===== config.mk =====
export PLATFORM = sky130hd
export DESIGN_NAME = sgim_top
export DESIGN_NICKNAME = d
export VERILOG_FILES = /design/src/inc/sgim_pkg.sv /design/src/inc/sgim_evt_if.sv /design/src/rtl/sgim_sticky.sv /design/src/rtl/sgim_top.sv
export SDC_FILE = /design/constraint.sdc
export NUM_CORES = 1
export LEC_CHECK = 0
export ABC_AREA = 1
export BUFFER_PORTS_ARGS = -buffer_cell sky130_fd_sc_hd__buf_4
export CAP_MARGIN = 25
export CORE_MARGIN = 2
export CORE_UTILIZATION = 60
export CTS_BUF_LIST = sky130_fd_sc_hd__clkbuf_2
export DETAILED_ROUTE_END_ITERATION = 10
export PLACE_DENSITY = 0.84
export SYNTH_ARGS = -nofsm -noshare
export SYNTH_HDL_FRONTEND = slang
export SYNTH_SLANG_ARGS = --single-unit

===== constraint.sdc =====
create_clock -name clk_sys_i -period 8 [get_ports clk_sys_i]
set_input_delay 0.4 -clock clk_sys_i [delete_from_list [all_inputs] [get_ports clk_sys_i]]
set_output_delay 0.4 -clock clk_sys_i [all_outputs]
set_load 0.02 [all_outputs]

===== src/inc/sgim_pkg.sv =====
// package of constants for the supply and pin interrupt mask bank
package sgim_pkg;

    // ***************************************************
    // bus geometry
    // ***************************************************
    localparam int unsigned SGIM_AW = 16; // register address width
    localparam int unsigned SGIM_DW = 16; // register data width

    // ***************************************************
    // register offsets
    // ***************************************************
    localparam logic [15:0] SGIM_SUP_MASK_ADDR = 16'h401C; // supply_event_irq_mask
    localparam logic [15:0] SGIM_PIN_MASK_ADDR = 16'h401D; // pin_event_irq_mask
    localparam logic [15:0] SGIM_SUP_STAT_ADDR = 16'h4040; // sticky supply events, ro
    localparam logic [15:0] SGIM_PIN_STAT_ADDR = 16'h4041; // sticky pin events, ro
    localparam logic [15:0] SGIM_SUP_CLR_ADDR = 16'h4042; // supply clear, wo
    localparam logic [15:0] SGIM_PIN_CLR_ADDR = 16'h4043; // pin clear, wo
    localparam logic [15:0] SGIM_SUP_EN_ADDR = 16'h4044; // supply enable, rw
    localparam logic [15:0] SGIM_PIN_EN_ADDR = 16'h4045; // pin enable, rw

    // ***************************************************
    // supply register field positions
    // ***************************************************
    localparam int unsigned BUCK2_OVERCURRENT_MASK_BIT = 9;
    localparam int unsigned BUCK1_OVERCURRENT_MASK_BIT = 8;
    localparam int unsigned CRYSTAL_STARTUP_MASK_BIT = 7;
    localparam int unsigned BUCK4_UNDERVOLTAGE_MASK_BIT = 3;
    localparam int unsigned BUCK3_UNDERVOLTAGE_MASK_BIT = 2;
    localparam int unsigned BUCK2_UNDERVOLTAGE_MASK_BIT = 1;
    localparam int unsigned BUCK1_UNDERVOLTAGE_MASK_BIT = 0;

    // ***************************************************
    // pin register field positions
    // ***************************************************
    localparam int unsigned PIN_EVENT_COUNT = 12; // pin n masked by bit n-1
    localparam int unsigned PIN1_EVENT_MASK_BIT = 0;
    localparam int unsigned PIN12_EVENT_MASK_BIT = 11;

    // ***************************************************
    // implemented bits and reset values
    // ***************************************************
    localparam logic [15:0] SGIM_SUP_IMPL = 16'h038F; // bits 9,8,7,3..0
    localparam logic [15:0] SGIM_PIN_IMPL = 16'h0FFF; // bits 11..0
    localparam logic [15:0] SGIM_SUP_MASK_RST = SGIM_SUP_IMPL; // all blocked
    localparam logic [15:0] SGIM_PIN_MASK_RST = SGIM_PIN_IMPL; // all blocked
    localparam logic [15:0] SGIM_SUP_EN_RST = SGIM_SUP_IMPL; // enables open
    localparam logic [15:0] SGIM_PIN_EN_RST = SGIM_PIN_IMPL; // enables open
    localparam logic [15:0] SGIM_ZERO = 16'h0000; // read value of holes

endpackage


===== src/inc/sgim_evt_if.sv =====
// interface carrying one bank of event sources, clears and sticky flags
`timescale 1ns/100ps
`default_nettype none

interface sgim_evt_if;
    logic [15:0] raw; // live status of each source
    logic [15:0] clr; // one-cycle clear pulses, one per bit
    logic [15:0] sticky; // latched events

    // the bank owns the sticky flags
    modport bank (
        input raw,
        input clr,
        output sticky
    );
    // the register file feeds sources and clears
    modport ctl (
        output raw,
        output clr,
        input sticky
    );
endinterface

`default_nettype wire


===== src/rtl/sgim_sticky.sv =====
// sticky event flag bank with per-bit rising edge capture
`timescale 1ns/100ps
`default_nettype none

module sgim_sticky #(
    parameter logic [15:0] IMPL = 16'hFFFF // bits that exist
) (
    input wire logic clk_sys_i,
    input wire logic reset_i,
    sgim_evt_if.bank evt
);
    import sgim_pkg::*;

    // ***************************************************
    // state
    // ***************************************************
    logic [15:0] prev_ff; // last seen source level
    logic [15:0] sticky_ff; // latched flags
    logic [15:0] nxt_prev;
    logic [15:0] nxt_sticky;

    // per-bit next values; an edge in the clear cycle still lands
    genvar g;
    generate
        for (g = 0; g < 16; g++) begin : g_bit
            always_comb begin
                nxt_prev[g] = evt.raw[g] & IMPL[g];
                // set wins over clear so no event is lost
                nxt_sticky[g] = IMPL[g] & ((evt.raw[g] & ~prev_ff[g]) |
                                (sticky_ff[g] & ~evt.clr[g]));
            end
        end
    endgenerate

    // registers only
    always_ff @(posedge clk_sys_i or posedge reset_i) begin
        if (reset_i) begin
            prev_ff <= SGIM_ZERO;
            sticky_ff <= SGIM_ZERO;
        end else begin
            prev_ff <= nxt_prev;
            sticky_ff <= nxt_sticky;
        end
    end

    assign evt.sticky = sticky_ff;
endmodule

`default_nettype wire


===== src/rtl/sgim_top.sv =====
// supply and pin event interrupt mask bank with register port
//
// Operation
// - mask 0 passes event, 1 blocks it
// - all implemented mask bits reset to one
// - supply mask at 401C, bits 9,8,7,3..0
// - pin mask at 401D, bits 11..0
//
// Chosen here: the strobed register port.
`timescale 1ns/100ps
`default_nettype none

module sgim_top (
    input wire logic clk_sys_i,
    input wire logic reset_i,
    input wire logic [sgim_pkg::SGIM_AW-1:0] reg_addr_i,
    input wire logic [sgim_pkg::SGIM_DW-1:0] reg_wdata_i,
    input wire logic reg_wr_i,
    input wire logic reg_rd_i,
    output logic [sgim_pkg::SGIM_DW-1:0] reg_rdata_o,
    input wire logic [15:0] supply_event_i,
    input wire logic [sgim_pkg::PIN_EVENT_COUNT-1:0] pin_event_i,
    output logic irq_o
);
    import sgim_pkg::*;

    // ***************************************************
    // decode helpers
    // ***************************************************

    // true when the address equals the given offset; the strobe is checked by the caller
    function automatic logic hit(input logic [15:0] a, input logic [15:0] ofs);
        hit = (a == ofs);
    endfunction

    // one bank's contribution to the request line
    function automatic logic pend(input logic [15:0] st, input logic [15:0] msk,
                                  input logic [15:0] en);
        pend = |(st & ~msk & en);
    endfunction

    // ***************************************************
    // event banks
    // ***************************************************
    sgim_evt_if sup_if (); // supply sources
    sgim_evt_if pin_if (); // pin sources

    // sources come from same-clock status logic, so no synchroniser
    assign sup_if.raw = supply_event_i & SGIM_SUP_IMPL;
    assign pin_if.raw = {{(16-PIN_EVENT_COUNT){1'b0}}, pin_event_i};

    sgim_sticky #(
        .IMPL(SGIM_SUP_IMPL)
    ) u_sup_bank (
        .clk_sys_i(clk_sys_i),
        .reset_i(reset_i),
        .evt(sup_if.bank)
    );

    sgim_sticky #(
        .IMPL(SGIM_PIN_IMPL)
    ) u_pin_bank (
        .clk_sys_i(clk_sys_i),
        .reset_i(reset_i),
        .evt(pin_if.bank)
    );

    // ***************************************************
    // register state
    // ***************************************************
    logic [15:0] sup_mask_ff; // supply_event_irq_mask
    logic [15:0] pin_mask_ff; // pin_event_irq_mask
    logic [15:0] sup_en_ff; // supply enable
    logic [15:0] pin_en_ff; // pin enable
    logic [15:0] sup_clr_ff; // supply clear pulse
    logic [15:0] pin_clr_ff; // pin clear pulse
    logic [15:0] rdata_ff; // read answer
    logic irq_ff; // request line
    logic [15:0] nxt_sup_mask;
    logic [15:0] nxt_pin_mask;
    logic [15:0] nxt_sup_en;
    logic [15:0] nxt_pin_en;
    logic [15:0] nxt_sup_clr;
    logic [15:0] nxt_pin_clr;
    logic [15:0] nxt_rdata;
    logic nxt_irq;

    // clear pulses reach the banks straight from flops
    assign sup_if.clr = sup_clr_ff;
    assign pin_if.clr = pin_clr_ff;

    // ***************************************************
    // write path
    // ***************************************************

    // writes keep only implemented bits, so holes stay zero
    always_comb begin
        nxt_sup_mask = sup_mask_ff;
        nxt_pin_mask = pin_mask_ff;
        nxt_sup_en = sup_en_ff;
        nxt_pin_en = pin_en_ff;
        nxt_sup_clr = SGIM_ZERO; // clears last one cycle
        nxt_pin_clr = SGIM_ZERO;
        if (reg_wr_i) begin
            // supply mask layout is fixed by the implemented set
            if (hit(reg_addr_i, SGIM_SUP_MASK_ADDR)) begin
                nxt_sup_mask = reg_wdata_i & SGIM_SUP_IMPL;
            end
            // pin n sits at bit n-1
            if (hit(reg_addr_i, SGIM_PIN_MASK_ADDR)) begin
                nxt_pin_mask = reg_wdata_i & SGIM_PIN_IMPL;
            end
            if (hit(reg_addr_i, SGIM_SUP_EN_ADDR)) begin
                nxt_sup_en = reg_wdata_i & SGIM_SUP_IMPL;
            end
            if (hit(reg_addr_i, SGIM_PIN_EN_ADDR)) begin
                nxt_pin_en = reg_wdata_i & SGIM_PIN_IMPL;
            end
            // write one to clear; the bank lets a new edge win
            if (hit(reg_addr_i, SGIM_SUP_CLR_ADDR)) begin
                nxt_sup_clr = reg_wdata_i & SGIM_SUP_IMPL;
            end
            if (hit(reg_addr_i, SGIM_PIN_CLR_ADDR)) begin
                nxt_pin_clr = reg_wdata_i & SGIM_PIN_IMPL;
            end
        end
    end

    // ***************************************************
    // read path
    // ***************************************************

    // answer stands in the cycle after the strobe only
    always_comb begin
        nxt_rdata = SGIM_ZERO;
        if (reg_rd_i) begin
            case (reg_addr_i)
                SGIM_SUP_MASK_ADDR: begin
                    nxt_rdata = sup_mask_ff;
                end
                SGIM_PIN_MASK_ADDR: begin
                    nxt_rdata = pin_mask_ff;
                end
                SGIM_SUP_STAT_ADDR: begin
                    nxt_rdata = sup_if.sticky;
                end
                SGIM_PIN_STAT_ADDR: begin
                    nxt_rdata = pin_if.sticky;
                end
                SGIM_SUP_EN_ADDR: begin
                    nxt_rdata = sup_en_ff;
                end
                SGIM_PIN_EN_ADDR: begin
                    nxt_rdata = pin_en_ff;
                end
                // clear registers and unmapped offsets read zero
                default: begin
                    nxt_rdata = SGIM_ZERO;
                end
            endcase
        end
    end

    // ***************************************************
    // request line
    // ***************************************************

    // a set mask bit blocks its source, a clear one lets it through;
    // registered so the pin never glitches, at one cycle of latency
    always_comb begin
        nxt_irq = pend(sup_if.sticky, sup_mask_ff, sup_en_ff) |
                  pend(pin_if.sticky, pin_mask_ff, pin_en_ff);
    end

    // ***************************************************
    // registers
    // ***************************************************

    // every source starts blocked until software opens it
    always_ff @(posedge clk_sys_i or posedge reset_i) begin
        if (reset_i) begin
            sup_mask_ff <= SGIM_SUP_MASK_RST;
            pin_mask_ff <= SGIM_PIN_MASK_RST;
            sup_en_ff <= SGIM_SUP_EN_RST;
            pin_en_ff <= SGIM_PIN_EN_RST;
            sup_clr_ff <= SGIM_ZERO;
            pin_clr_ff <= SGIM_ZERO;
            rdata_ff <= SGIM_ZERO;
            irq_ff <= 1'b0;
        end else begin
            sup_mask_ff <= nxt_sup_mask;
            pin_mask_ff <= nxt_pin_mask;
            sup_en_ff <= nxt_sup_en;
            pin_en_ff <= nxt_pin_en;
            sup_clr_ff <= nxt_sup_clr;
            pin_clr_ff <= nxt_pin_clr;
            rdata_ff <= nxt_rdata;
            irq_ff <= nxt_irq;
        end
    end

    assign reg_rdata_o = rdata_ff;
    assign irq_o = irq_ff;
endmodule

`default_nettype wire


Yosys cells after proc, flatten, opt, wreduce, memory -nomap -nowiden
Index checks and enable logic that the tools add are counted.
- add/subtract/negate cells: 0
- multiply operators: 0
- divide/modulo/power cells: 0
- $lt $le $gt $ge: 0
- equality and inequality tests: 8
- shift operators: 0
- muxes and demuxes: 6
- bitwise operators: 102
- reduce and logical (&&, ||, !) cells: 6
- operators with widths (kind ; count):
    equality test 16 x 15 -> 1 bit, second input constant ; 8
    case mux 12 bit (6 select lines) ; 1
    AND 1 bit ; 38
    inverter 1 bit ; 38
    two-way mux 12 bit ; 3
    OR reduction 16 bit ; 2
    two-way mux 10 bit ; 2
    bitwise OR 1 bit ; 20
    AND 10 x 16 -> 16 bit ; 1
    AND 12 x 16 -> 16 bit ; 1
    AND 16 x 10 -> 16 bit ; 1
    AND 16 x 12 -> 16 bit ; 1
    inverter 10 -> 16 bit ; 1
    inverter 12 -> 16 bit ; 1
    AND reduction 2 bit ; 4
- flip-flop bits (word level): 115
- bits in latches: 0
- bits in writable memories: 0
- bits in read-only memories: 0
- input port bits: 64
- output and inout bits: 17
- logic and storage cells: 134
- memories: 0

Depth between registers and ports, before layout
- depth in word-level cells: 5
- gate-level depth with buffers: 10

Cells and area by module
Synthesis repeated with hierarchy kept, for this count alone.
- cells, all modules: 597
- area, all modules: 5138.7 um2
- by module, submodules not included (module ; times used ; cells each ; area an instance (um2)):
    sgim_top ; 1 ; 447 ; 3718.6
    sgim_sticky at u_pin_bank ; 1 ; 90 ; 863.3
    sgim_sticky at u_sup_bank ; 1 ; 60 ; 556.8

Least setup slack after synthesis
Ideal clock, no wire load.
- path type: input to register
- from: input reg_addr_i[5] (netlist name)
- to: register pin_en_ff[0]
- arrival time: 1326 ps
- data required time: 7921 ps
- path slack: 6594 ps
- stages on the path: 8
- cell sequence: nor2_2 -> nand2_4 -> nor2_8 -> and2_4 -> nand2_4 -> buf_6 -> nand2_1 -> o21ai_2
- cells in the longest elaborated chain, start to end: 2
- ends and longest elaborated chain (item ; line ; source):
    start: declaration ; sgim_top.sv:16 ; input wire logic [sgim_pkg::SGIM_AW-1:0] reg_addr_i,
    equality test 16 x 15 -> 1 bit ; sgim_top.sv:33 ; hit = (a == ofs);
    AND reduction 2 bit (no line) ; -- ;
    end signal: assignment ; sgim_top.sv:194 ; pin_en_ff <= nxt_pin_en;
    end: declaration ; sgim_top.sv:74 ; logic [15:0] pin_en_ff;
No other way between the ends.
A chain may end at the register's enable or synchronous reset.

Final worst setup path
- from: input reg_addr_i[11] (netlist name)
- to: register rdata_ff[5] (netlist: reg_rdata_o[5])
- cells in the longest elaborated chain, start to end: 3
- elaborated cells on any way between the ends: 8
- those cells by class: eq/ne (6); mux (2)
- ends and longest elaborated chain (item ; line ; source):
    equality test 16 x 15 -> 1 bit ; sgim_top.sv:137 ; case (reg_addr_i)
    case mux 12 bit (6 select lines) * ; sgim_top.sv:137 ;
    two-way mux 12 bit * ; sgim_top.sv:136 ; if (reg_rd_i) begin
    net nxt_rdata[5] ; sgim_top.sv:85 ; logic [15:0] nxt_rdata;
    end signal: assignment ; sgim_top.sv:197 ; rdata_ff <= nxt_rdata;
    end: declaration ; sgim_top.sv:77 ; logic [15:0] rdata_ff;
The timed path passes the listed nets; every way through them passes the cells marked *.

==> impl_results.md <==
- Status: complete, no violations
- Area grow syn2layout: 18.62%
- Initial antenna violation count: 0
- Clk pin slew, worst setup/hold paths: 250 ps
- Setup Skew: 24.29 ps
- Post-synthesis cell area: 0.004649 sq mm
- Lkg Pwr: 0.002733 uW
- Syn_area_per_cell: 9.393 sq um
- ANT nets after route: 0
- Synth top area cells: dfrtp_1, dfstp_2, nand2_1
- Final Wtd Congestion: 0.8493
- Final hold vios: 0
- Nets: 642
- Final worst-path cycle share: 25.64%
- Setup CP Type: input pin to register
- Slew Viols, Final: 0
- Starting Density: 61.12%
- Die width: 92.03 um
- Ys Warns: 0
- Count of TritonRoute iterations in the first routing pass: 5
- CP Launch Type: input pin
- # Max-Cap Violations: 0
- CTS H-tree depth: 3
- CTS tree: done
- Min Tclk post-route: 2051 ps
- Cts bufs inserted: 9
- Sink Count: 108
- Total track usage: 25.84%
- Peak VDD IR: 97.89 uV
- Site Rows: 32
- Grt ovf: 0
- N_diodes: 0
- Critical path arrival: 2570 ps
- Biggest area consumer among synthesized cells: dfrtp_1
- Top-area cell type share of the netlist area: 37.67%
- Routed WL per cell: 14.65 um
- Slew headroom: 32.70%
- Syn Inst Count: 495
- Remaining routing DRC violations: 0
- Root Driver: clkbuf_2
- Height of the chip: 92.03 um
- Die ar.: 0.008470 sq mm
- Largest net degree at the start of global routing: 68
- Most frequent cells in the layout: nand2_1, dfrtp_1, inv_1
- Vias in the first global route: 3703
- Post-DR vias/cell: 5.209
- Buffers added on ports: 63
- Final setup vio count: 0
- Synth unique cells: 29
- CP required: 8510 ps
- Hold crit path type: input pin to register
- Share of post-route cells with drive strength above 1: 26.93%
- Clk buf depth: 2
- FMAX: 487.6 MHz
- First-iteration detailed-routing DRC count: 203
- P per Cell Area: 167.5 mW/mm^2
- Worst-Skew Late Latency: 580 ps
- Total Routed Length: 10040 um
- Ports: 81
- Final core utilization: 72.50%
- CORE AREA: 0.007607 sq mm
- CP max FO: 46
- Sequential area share after synthesis: 59.15%
- First-pass GRT wire length: 16990 um
- Crit end category: register
- TNS Setup: 0 ps
- DP HPWL: 6747 um
- RSZ-0062 raised after global routing: no
- Worst-Margin Slew: 1007 ps
- Via count: 3568
- FF+latch count, synth: 108
- Commonest non-fill, non-tap cell in the layout: nand2_1
-- metal layers --
layer	wire length (um)	global-route usage [%]	share of wire, %	up-vias
met5	0	0	0	-
met4	221	8.706	2.2	0
met3	462	5.588	4.6	19
met2	5132	45.04	51	109
met1	4222	32.06	42	1706
li1	-	-	-	1734
-- stage by stage --
stage	cell area (sq um)	instances	total power (uW)	worst slack (ps)	hold slack, ps
final	5515	685	923.7	5949	67.94
after global routing	5515	685	958.3	5810	42.33
after CTS	5515	685	930.6	6026	51.68
after detailed placement	5154	649	614.1	5401	404.8
after global placement	5154	649	612.1	5436	400.3
after floorplan	4661	498	586.4	4817	398.8
-- state kept, by name, summed over array words and instances, names as in the netlist --
register               cells
irq_o                      1
pin_clr_ff                12
pin_en_ff                 12
pin_mask_ff               12
reg_rdata_o               12
sup_clr_ff                 7
sup_en_ff                  7
sup_mask_ff                7
u_pin_bank.evt.sticky     12
u_pin_bank.prev_ff        12
u_sup_bank.evt.sticky      7
u_sup_bank.prev_ff         7
-- report_power, final --
group | internal, uW | switching, uW | total, uW
clock network | 137 | 173 | 311
registers | 553 | 1.45 | 555
logic | 25.6 | 32.7 | 58.3
-- cell families after synthesis --
| group | after synthesis | synth area share, % |
|---|---|---|
| flops | 108 | 59.15 |
| simple gates | 216 | 21.50 |
| buf+inv | 87 | 8.369 |
| other cells | 1 | 0.08065 |
| compound gates | 83 | 10.90 |
-- final timing paths --
check	from	end	slack, ps	cells past startpoint
max	reg_addr_i[11]	reg_rdata_o[5]	5950	10
min	reg_wdata_i[4]	pin_en_ff[4]	70	3
max reg2reg	sup_mask_ff[0]	irq_o	6690	5
min reg2reg	pin_clr_ff[4]	u_pin_bank.evt.sticky[4]	430	1
max in group asynchronous	reset_i	u_pin_bank.evt.sticky[8]	6440	4
min in group asynchronous	reset_i	sup_clr_ff[0]	360	3
-- Yosys cell counts (all sizes together) --
master   number
nor4          2
nor2         69
a21oi         9
nor3          1
inv          71
o2111ai       1
o22ai        20
conb          1
dfstp        38
nand3        42
o21ai        52
clkinv        1
nand2       100
and3          1
dfrtp        70
o211ai        1
and2          1
buf          15
-- timing repair --
action / in CTS / in global routing
hold endpoints to repair: 49 / 0
hold buffers: 20 / 0
gates resized for setup: 0 / 0
setup buffers: 0 / 0
-- area by class of cell --
cell class              count  area, sq um
flip-flops and latches    108         2750
inverters                  72        274.0
repair buffers             84        680.7
clock buffers              10        50.05
fillers                   570         2092
clock inverters             6        111.4
multi-input cells         303         1521
well taps                 102        127.6
-- worst max-delay path, cell delays in order --
cell and delay, ps:
buf_4 110, nor2_1 100, nand2_1 90, nor2_4 790
nand2_1 510, inv_1 270, nand2_1 70, nand2_1 70
nor2_1 40, nor2_1 110
Power figures use the tool's default switching activity.
